`src/hw/srd_pkg.sv`:
```
// constants and state types of the serial register addressing block
// Behaviour
// RULE_01 - each write frame is 16 bits: 2 address bits then 14 data bits
// RULE_02 - registers change only after all 16 bits arrive; short frames discarded
// RULE_03 - address 00 selects nothing; the 14 data bits are dropped
// RULE_04 - address 01 stores the 14 data bits into the test word
// RULE_05 - address 10 stores data into the currently selected calibration word
// RULE_06 - address 11 stores the 14 data bits into the control word
// RULE_07 - control bits 7 and 6 choose the source of read frames
// RULE_08 - read select resets to 00, so reads give the conversion result
// RULE_09 - the chosen read source stays until read select is rewritten
// RULE_10 - conversion result reads carry four leading zero bits
// RULE_11 - read select 01 test, 10 calibration, 11 status
// RULE_12 - control write only; result, status read only; test, calibration both
// RULE_13 - host should never write the test word; factory use only
// RULE_14 - host needs only one write to choose channels; defaults suffice otherwise
// RULE_15 - every read result leaves the serial output as a 16-bit word
// RULE_16 - frame sync is active low, level sensitive, frames reads and writes
// RULE_17 - bits shift msb first, one per serial clock, while frame sync low
package srd_pkg;
    localparam int FRAME_BITS = 16;
    localparam int DATA_BITS = 14;
    localparam int RESULT_BITS = 12;
    localparam int CNT_BITS = 5;
    localparam int CAL_ADDR_BITS = 2;
    localparam int CAL_DEPTH = 4;
    // write address decode
    localparam logic [1:0] ADDR_NONE = 2'h0;
    localparam logic [1:0] ADDR_TEST = 2'h1;
    localparam logic [1:0] ADDR_CAL = 2'h2;
    localparam logic [1:0] ADDR_CTRL = 2'h3;
    // read select decode
    localparam logic [1:0] RD_RESULT = 2'h0;
    localparam logic [1:0] RD_TEST = 2'h1;
    localparam logic [1:0] RD_CAL = 2'h2;
    localparam logic [1:0] RD_STATUS = 2'h3;
    // field positions in the frame and in the control word
    localparam int ADDR_HI_POS = 15;
    localparam int ADDR_LO_POS = 14;
    localparam int RDSEL_HI_POS = 7;
    localparam int RDSEL_LO_POS = 6;
    localparam int CALSEL_HI_POS = 2;
    localparam int CALSEL_LO_POS = 1;
    localparam logic [3:0] RESULT_PAD = 4'h0;
    // reset values
    localparam logic [13:0] CTRL_RESET = 14'h0000;
    localparam logic [13:0] TEST_RESET = 14'h0000;
    localparam logic [13:0] CAL_RESET = 14'h0000;
    // pin idle levels {serial clock, frame sync, data}: clock low, sync high
    localparam logic [2:0] PIN_IDLE = 3'h2;
    localparam logic [4:0] CNT_LAST = 5'h0F;
    localparam logic [4:0] CNT_FULL = 5'h10;

    typedef struct packed {
        logic sclkPrev;
        logic inFrame;
        logic [4:0] bitCnt;
        logic [15:0] rxShift;
        logic [15:0] txShift;
        logic serialOut;
        logic [13:0] control;
        logic [13:0] test;
        logic writeDone;
    } srd_state_t;
endpackage

```
`src/hw/srd_cal_if.sv`:
```
// carrier between the frame logic and the calibration word store
`timescale 1ns/1ns
interface srd_cal_if #(
    parameter int AW = 2
);
    logic wrEn;
    logic [AW-1:0] addr;
    logic [13:0] wrData;
    logic [13:0] rdData;

    modport master (output wrEn, output addr, output wrData, input rdData);
    modport mem (input wrEn, input addr, input wrData, output rdData);
endinterface

```
`src/hw/srd_cal_mem.sv`:
```
// small store for calibration words with registered read data
`timescale 1ns/1ns
module srd_cal_mem #(
    parameter int DEPTH = srd_pkg::CAL_DEPTH
) (
    input wire logic clk,
    input wire logic rst,
    srd_cal_if.mem bus
);
    typedef struct packed {
        logic [DEPTH-1:0][13:0] words;
        logic [13:0] rdData;
    } srd_mem_t;

    srd_mem_t state_reg;
    srd_mem_t state_next;

    // read takes the word as stored before any write this cycle, following the address every cycle
    always_comb begin
        state_next = state_reg;
        if (bus.wrEn) begin
            state_next.words[bus.addr] = bus.wrData; // RULE_05
        end
        state_next.rdData = state_reg.words[bus.addr];
    end

    always_ff @(posedge clk) begin
        if (rst) begin
            state_reg.words <= {DEPTH{srd_pkg::CAL_RESET}};
            state_reg.rdData <= srd_pkg::CAL_RESET;
        end else begin
            state_reg <= state_next;
        end
    end

    assign bus.rdData = state_reg.rdData;
endmodule // srd_cal_mem

```
`src/hw/srd_sync.sv`:
```
// two flip-flop synchroniser for pin inputs
`timescale 1ns/1ns
module srd_sync #(
    parameter int W = 3,
    parameter logic [W-1:0] INIT = '0
) (
    input wire logic clk,
    input wire logic rst,
    input wire logic [W-1:0] async,
    output logic [W-1:0] synced
);
    typedef struct packed {
        logic [W-1:0] stage1;
        logic [W-1:0] stage2;
    } srd_sync_t;

    srd_sync_t state_reg;
    srd_sync_t state_next;

    // first stage feeds only the second
    always_comb begin
        state_next.stage1 = async;
        state_next.stage2 = state_reg.stage1;
    end

    always_ff @(posedge clk) begin
        if (rst) begin
            // reset to the pins' idle levels so no false frame follows
            state_reg.stage1 <= INIT;
            state_reg.stage2 <= INIT;
        end else begin
            state_reg <= state_next;
        end
    end

    assign synced = state_reg.stage2;
endmodule // srd_sync

```
`src/hw/srd_top.sv`:
```
// serial frame logic with write address decode and read select
`timescale 1ns/1ns
module srd_top (
    input wire logic clk,
    input wire logic rst,
    input wire logic serialClk,
    input wire logic frameSyncN,
    input wire logic serialIn,
    output logic serialOut,
    input wire logic [11:0] convResult,
    input wire logic [15:0] devStatus,
    output logic [13:0] controlWord,
    output logic [13:0] testWord,
    output logic writeDone
);
    srd_pkg::srd_state_t state_reg;
    srd_pkg::srd_state_t state_next;

    logic [2:0] pinSync;
    logic sclkS;
    logic syncNS;
    logic dinS;
    logic sclkRise;
    logic sclkFall;
    logic [15:0] frameWord;
    logic frameComplete;
    logic calWrEn;
    logic [13:0] calWrData;
    logic [15:0] readWord;

    srd_cal_if #(.AW(srd_pkg::CAL_ADDR_BITS)) calBus ();

    // pins come from the host's domain, so they are synchronised first
    srd_sync #(.W(3), .INIT(srd_pkg::PIN_IDLE)) u_sync (
        .clk(clk),
        .rst(rst),
        .async({serialClk, frameSyncN, serialIn}),
        .synced(pinSync)
    );

    srd_cal_mem #(.DEPTH(srd_pkg::CAL_DEPTH)) u_cal (
        .clk(clk),
        .rst(rst),
        .bus(calBus)
    );

    assign sclkS = pinSync[2];
    assign syncNS = pinSync[1];
    assign dinS = pinSync[0];

    // calibration word picked by the control word's select field
    assign calBus.addr = state_reg.control[srd_pkg::CALSEL_HI_POS:
                                           srd_pkg::CALSEL_LO_POS];
    assign calBus.wrEn = calWrEn;
    assign calBus.wrData = calWrData;

    // read word for a given read select value
    function automatic logic [15:0] readMux(
        input logic [1:0] sel,
        input logic [11:0] result,
        input logic [13:0] test,
        input logic [13:0] cal,
        input logic [15:0] status
    );
        logic [15:0] w;
        w = 16'h0000;
        case (sel)
            srd_pkg::RD_RESULT: w = {srd_pkg::RESULT_PAD, result}; // RULE_10
            srd_pkg::RD_TEST: w = {2'h0, test}; // RULE_11
            srd_pkg::RD_CAL: w = {2'h0, cal}; // RULE_11
            srd_pkg::RD_STATUS: w = status; // RULE_11
            default: w = 16'h0000;
        endcase
        return w;
    endfunction

    // edges of the sampled serial clock; only act inside a frame
    assign sclkRise = sclkS & ~state_reg.sclkPrev;
    assign sclkFall = ~sclkS & state_reg.sclkPrev;

    // word as it stands once the current bit is shifted in, msb first
    assign frameWord = {state_reg.rxShift[14:0], dinS}; // RULE_17
    // the last bit completes the frame; nothing is stored before it
    assign frameComplete = state_reg.inFrame && !syncNS && sclkRise &&
                           (state_reg.bitCnt == srd_pkg::CNT_LAST); // RULE_02

    // read source held in control bits 7:6 until rewritten
    assign readWord = readMux(
        state_reg.control[srd_pkg::RDSEL_HI_POS:srd_pkg::RDSEL_LO_POS],
        convResult, state_reg.test, calBus.rdData, devStatus); // RULE_07 RULE_09

    // calibration write strobe, same cycle as the frame completes
    always_comb begin
        calWrEn = 1'b0;
        calWrData = frameWord[13:0];
        if (frameComplete &&
            frameWord[srd_pkg::ADDR_HI_POS:srd_pkg::ADDR_LO_POS] ==
            srd_pkg::ADDR_CAL) begin
            calWrEn = 1'b1; // RULE_05
        end
    end

    // frame tracking, shifting and register update
    always_comb begin
        state_next = state_reg;
        state_next.sclkPrev = sclkS;
        state_next.writeDone = 1'b0;
        if (syncNS) begin
            // sync high ends any frame; partial bits are dropped
            state_next.inFrame = 1'b0; // RULE_16
            state_next.bitCnt = 5'h00; // RULE_02
            state_next.rxShift = 16'h0000;
        end else if (!state_reg.inFrame) begin
            // frame start: load the read word, msb out at once
            state_next.inFrame = 1'b1; // RULE_16
            state_next.bitCnt = 5'h00;
            state_next.txShift = readWord; // RULE_15
            state_next.serialOut = readWord[15]; // RULE_17
        end else begin
            if (sclkRise && state_reg.bitCnt != srd_pkg::CNT_FULL) begin
                state_next.rxShift = frameWord; // RULE_17
                state_next.bitCnt = state_reg.bitCnt + 5'h01;
            end
            // later bits change on falling edges so the host samples on rise
            if (sclkFall && state_reg.bitCnt != 5'h00) begin
                state_next.txShift = {state_reg.txShift[14:0], 1'b0};
                state_next.serialOut = state_reg.txShift[14]; // RULE_15
            end
        end
        if (frameComplete) begin
            state_next.writeDone = 1'b1;
            case (frameWord[srd_pkg::ADDR_HI_POS:srd_pkg::ADDR_LO_POS])
                srd_pkg::ADDR_NONE: begin
                    // nothing addressed, data dropped
                    state_next.writeDone = 1'b1; // RULE_03
                end
                srd_pkg::ADDR_TEST: begin
                    state_next.test = frameWord[13:0]; // RULE_04 RULE_01
                end
                srd_pkg::ADDR_CAL: begin
                    // stored in the calibration store via the strobe
                    state_next.writeDone = 1'b1; // RULE_05
                end
                srd_pkg::ADDR_CTRL: begin
                    state_next.control = frameWord[13:0]; // RULE_06 RULE_01
                end
                default: begin
                    state_next.writeDone = 1'b1;
                end
            endcase
        end
    end

    // control resets to zero, so reads start on the conversion result
    always_ff @(posedge clk) begin
        if (rst) begin
            state_reg.sclkPrev <= 1'b0;
            state_reg.inFrame <= 1'b0;
            state_reg.bitCnt <= 5'h00;
            state_reg.rxShift <= 16'h0000;
            state_reg.txShift <= 16'h0000;
            state_reg.serialOut <= 1'b0;
            state_reg.control <= srd_pkg::CTRL_RESET; // RULE_08
            state_reg.test <= srd_pkg::TEST_RESET;
            state_reg.writeDone <= 1'b0;
        end else begin
            state_reg <= state_next;
        end
    end

    // outputs straight from flops; control is not readable serially
    assign serialOut = state_reg.serialOut;
    assign controlWord = state_reg.control; // RULE_12
    assign testWord = state_reg.test;
    assign writeDone = state_reg.writeDone;
endmodule // srd_top
```
`config.mk`:
```
export PLATFORM = sky130hd
export DESIGN_NAME = srd_top
export DESIGN_NICKNAME = d
export VERILOG_FILES = /design/src/hw/srd_pkg.sv /design/src/hw/srd_cal_if.sv /design/src/hw/srd_cal_mem.sv /design/src/hw/srd_sync.sv /design/src/hw/srd_top.sv
export SDC_FILE = /design/constraint.sdc
export NUM_CORES = 1
export LEC_CHECK = 0
export BUFFER_PORTS_ARGS = -buffer_cell sky130_fd_sc_hd__buf_2
export CAP_MARGIN = 20
export CELL_PAD_IN_SITES_DETAIL_PLACEMENT = 2
export CELL_PAD_IN_SITES_GLOBAL_PLACEMENT = 2
export CORE_MARGIN = 4
export CORE_UTILIZATION = 38
export DETAILED_ROUTE_END_ITERATION = 10
export HOLD_SLACK_MARGIN = 0.12
export PLACE_DENSITY_LB_ADDON = 0.1
export SYNTH_ARGS = -nofsm -noshare
export SYNTH_HDL_FRONTEND = slang
export SYNTH_SLANG_ARGS = --single-unit
```
`constraint.sdc`:
```
create_clock -name clk -period 2.6 [get_ports clk]
set_clock_uncertainty 0.1 [all_clocks]
set_input_delay 0.13 -clock clk [delete_from_list [all_inputs] [get_ports clk]]
set_output_delay 0.13 -clock clk [all_outputs]
set_load 0.02 [all_outputs]
```
# Word level (Yosys, flattened, before mapping)
# Index checks and enable logic that the tools add are counted.
[totals]
regBits = 144
inputBits = 33
output_inout_bits = 30
wordCells = 64
[classes]
n_addsub = 1
order_cmp = 2
n_eq_ne = 9
n_mux = 14
bitwise_logic = 6
n_reduce_logical = 16
[ops]
columns = ["cell", "count"]
rows = [
  ["one-hot mux 16 bit (4 select lines)", 1],
  ["bitwise mux 56 bit", 1],
  ["two-way mux 16 bit", 3],
  ["binary-select mux 14 bit (select 2 bit)", 1],
  ["demux 14 bit (select 2 bit)", 1],
  ["two-way mux 14 bit", 2],
  ["two-way mux 22 bit", 1],
  ["two-way mux 21 bit", 1],
  ["== test 2 bit, second input constant", 4],
  ["AND reduction 2 bit", 4],
  ["logical AND 1 bit", 7],
  ["adder 5 x 1 -> 5 bit, second input constant", 1],
  ["== test 5 x 4 -> 1 bit, second input constant", 1],
  ["two-way mux 5 bit", 1],
  ["inequality test 5 bit, second input constant", 1],
  ["nonzero test 5 bit", 1],
  ["== test 2 x 1 -> 1 bit, second input constant", 2],
  ["NOT 1 bit", 4],
  ["less-than comparator 2 x 3 -> 1 bit, second input constant", 1],
  ["OR reduction 3 bit", 1],
  ["bitwise AND 1 bit", 2],
  [">= comparator 2 x 1 -> 1 bit, second input constant", 1],
  ["zero test 2 bit", 1],
  ["two-way mux 1 bit", 2],
  ["other kinds (3)", 3],
]

# Longest topological paths before layout
[logic_depth]
ltp_word = 6
ltp_mapped = 9
depth_no_buf = 6

# Hierarchy
# From an unflattened synthesis, not the netlist that was laid out.
[hier_totals]
cells_unflattened = 670
hier_area_um2 = 6498.7
[by_module_without_submodules]
columns = ["module", "instances", "cells_each", "area_each_um2", "seq_area_each_um2"]
rows = [
  ["srd_top", 1, 378, 3295.7, 1341.3],
  ["srd_cal_mem", 1, 280, 3045.4, 1401.3],
  ["srd_sync", 1, 12, 157.7, 120.1],
]

# Worst setup path before layout
# Ideal clock, no wire load.
[synth_timing]
path_type = "reg2reg"
start = "reg state_reg[62] (netlist bit)"
end = "reg state_reg (netlist bit controlWord[10])"
setup_ns = 0.139
t_arrival_ns = 1.633
required_time_ns = 2.361
setup_slack_ns = 0.728
stages_incl_launch_ff = 10
path_buffers = 3
synth_period_minus_slack_ns = 1.872
path_cell_list = "dfxtp_1 -> ha_1 -> and3_1 -> ha_1 -> buf_2 -> and4_1 -> buf_4 -> buf_6 -> nand2_1 -> a21oi_2"
[synth_via]
elab_chain_cells = 3
[synth_rtl]
columns = ["element", "line_no", "source"]
rows = [
  ["start: declaration", "srd_top.sv:16", "srd_pkg::srd_state_t state_reg;"],
  ["start signal: assignment", "srd_top.sv:167", "state_reg <= state_next;"],
  ["== test 5 x 4 -> 1 bit", "srd_top.sv:85", "(state_reg.bitCnt == srd_pkg::CNT_LAST);"],
  ["logical AND 1 bit", "srd_top.sv:84", "assign frameComplete = state_reg.inFrame && !syncNS && sclkRise &&"],
  ["AND reduction 2 bit (no source line)", "n/a", ""],
]
# No other way between the ends.
# A chain may end at the register's enable or synchronous reset.

# Worst setup path after layout
[layout_timing]
start = "reg state_reg (netlist bit controlWord[7])"
end = "reg state_reg[37] (netlist bit)"
[layout_via]
elab_chain_cells = 3
elab_cells_between_ends = 6
cone_classes = "eq/ne: 3; mux: 2; reduce/logical: 1"
[layout_rtl]
columns = ["element", "line_no", "source"]
rows = [
  ["== test 2 bit, or another cell as far along", "srd_top.sv:67", "case (sel)"],
  ["one-hot mux 16 bit (4 select lines) *", "srd_top.sv:67", ""],
  ["two-way mux 16 bit *", "srd_top.sv:113", "end else if (!state_reg.inFrame) begin"],
]
# Every way passes the cells marked *; elsewhere a longest branch is shown, timed or not.

==> run_results.csv <==
group,metric,value,unit
final_layout,drive_gt1_frac,0.2426,
critical_path,required,2.82,ns
route,vias,4543,
timing,final-setup-viol-count,0,
global_route,grt_usage,0.2063,
power,leakage,3.325,nW
power,p_per_area,661.1,nW/µm²
global_route,grt.overflow.total,0,
clock_network,clk_pin_slew,0.06,ns
clock_network,cts_made_buffers,17,
final_layout,largest_reg_flops,56,
timing,final_hold_viol_count,0,
logic_synthesis,seq_area_frac_synth,0.4569,
critical_path,worst_ep_arrival_time,2.59,ns
clock_network,cts_root_buf,"clkbuf_16",
timing,period_share,0.9086,
route,drc,0,
route,drtIter0Drc,137,
route,vias_per_cell,5.116,
final_layout,utilization,0.4608,
floorplanning,coreArea,16000,µm²
route,wl_per_cell,20.52,µm
timing,layout_min_cycle_time,2.362,ns
floorplanning,std_cell_rows,46,
logic_synthesis,ys_ff_latch,143,
placement,place_area,6525,µm²
clock_network,ctsHoldBuffers,25,
floorplanning,ios,63,
clock_network,post-cts-setup-buffer-count,0,
logic_synthesis,ys_types,41,
logic_synthesis,synth_warnings,0,
timing,tns,0,ns
timing,max_freq,0.4233,GHz
final_layout,layout_commonest_cell,"dfxtp_1",
timing,worst_slew_pin_slew,1.102,ns
global_route,grt_pass1_wl,28.80,mm
power,ir_drop,454.3,µV
final_layout,n_antenna_cell,0,
floorplanning,initial_core_util,0.3916,
floorplanning,die_h,136.4,µm
route,detail-route-antenna-nets,0,
critical_path,crit_type,"flip-flop to flip-flop",
final_layout,fill_cells,1694,
clock_network,clk-insertion-delay-late,0.43,ns
critical_path,startpoint_type,"flip-flop",
timing,grt_setup_unrepaired,"no",
timing,fin_hold_ws,0.1297,ns
placement,io_buffers,62,
clock_network,cts_buffer_depth,2,
final_layout,stdcell_area,7373,µm²
flow_run,maxCapViolCount,0,
run_status,status,"finished clean",
global_route,grt_pass1_vias,4996,
route,drtPass1Iterations,4,
route,wl,18.22,mm
global_route,grt_antenna_before_repair,0,
placement,place_congestion,0.7374,
logic_synthesis,syn-num-nets,650,
logic_synthesis,avgSynthCellArea,10.21,µm²
min_path,hp-class,"input port to flip-flop",
final_layout,syn2layout_area_growth,17.67,%
clock_network,htree_levels,4,
critical_path,worst-path-max-fanout,7,
clock_network,clock_sinks,143,
timing,slew_headroom,0.2651,
critical_path,worstSetupEndpointType,"flip-flop",
timing,final_max_slew_viol_count,0,
final_layout,final_nets,695,
floorplanning,dieArea,18610,µm²
logic_synthesis,syn_inst,614,
final_layout,final_cell_mix,"143 x dfxtp_1, 90 x nor2_1, 80 x mux2i_1",
floorplanning,die_x,136.4,µm
logic_synthesis,synth_area,6266,µm²
global_route,grt_max_degree,96,
clock_network,cts_tree,"done",
placement,dp.final_hpwl,11.89,mm
clock_network,cts_resized,0,
-- metrics by stage --
step	power [W]	setup WS, ns	instances
detailed placement	0.002390	0.4956	831
global placement	0.002385	0.6045	831
CTS	0.004917	0.2445	888
floorplan	0.002337	0.7280	614
global route	0.005047	0.1130	888
finish	0.004875	0.2375	888
-- layout make-up --
type / count / area [µm²] / share of cell area
multi-input cells: 383 / 2887 / 0.3915
flip-flops and latches: 143 / 2863 / 0.3883
repair buffers: 108 / 733.2 / 0.09944
clock buffers: 19 / 432.9 / 0.05871
well taps: 216 / 270.3 / 0.03665
clock inverters: 13 / 165.2 / 0.02240
inverters: 6 / 22.52 / 0.003054
-- synthesized netlist by cell type, drive strengths merged --
cell type | n | area, µm²
or2 | 5 | 31.28
xnor2 | 1 | 8.760
inv | 6 | 22.52
ha | 3 | 37.54
nor3b | 1 | 12.51
nand2b | 6 | 37.54
and3 | 2 | 12.51
clkbuf | 21 | 78.83
a21oi | 33 | 202.7
o21ai | 16 | 80.07
nand4 | 6 | 97.59
nand4bb | 3 | 33.78
o211ai | 2 | 15.01
mux2i | 80 | 800.8
a221oi | 2 | 41.29
nor2 | 90 | 337.8
and2 | 15 | 93.84
mux2 | 1 | 11.26
and4bb | 1 | 12.51
nand4b | 1 | 23.77
dfxtp | 143 | 2863
a2111o | 1 | 11.26
and2b | 1 | 7.510
buf | 61 | 415.4
and4 | 1 | 8.760
nand3 | 18 | 90.09
nand2 | 47 | 176.4
nor2b | 9 | 56.30
a211oi | 2 | 25.02
xor2 | 2 | 17.52
o22ai | 10 | 62.56
mux4 | 24 | 540.5
-- power by group --
| group | internal (W) | leakage, nW | switching (W) |
|---|---|---|---|
| Combinational | 0.0000718 | 1.89 | 0.0000799 |
| Sequential | 0.00221 | 1.15 | 0.0000114 |
| Clock | 0.00151 | 0.280 | 0.000993 |
-- cell families after synthesis --
kind of cell	after synthesis	synth area share
AO/OA/AOI/OAI	66	0.06988
XOR/XNOR	3	0.004194
adder cells (fa/ha/maj)	3	0.005991
AND/OR/NAND/NOR	206	0.1647
flip-flops	143	0.4569
buffers and inverters	88	0.08247
multiplexers	105	0.2159
-- path summary, 6_finish.rpt --
path	startpoint	end	slack (ns)	depth (start not counted)
worst max register to register	controlWord[7]	state_reg[37]	0.24	5
worst max-delay path	controlWord[7]	state_reg[37]	0.24	5
worst min register to register	u_sync.state_next[0]	u_sync.synced[0]	0.35	1
worst min-delay path	convResult[11]	state_reg[41]	0.13	5
-- layer usage --
layer	global-route usage	up-vias	wire length (µm)
met4	0.05711	0	230
met3	0.04700	18	584
li1	-	2155	-
met1	0.2649	2305	8316
met2	0.3489	65	9091
met5	0	-	0
-- critical path: stages, from the launching register on --
cell and delay [ns]:
dfxtp_1 0.58, buf_4 0.25, mux4_2 0.51, dlygate4sd3_1 0.59, o22ai_1 0.16, nor2_1 0.06
No activity file was read; power rests on OpenSTA's default activity.
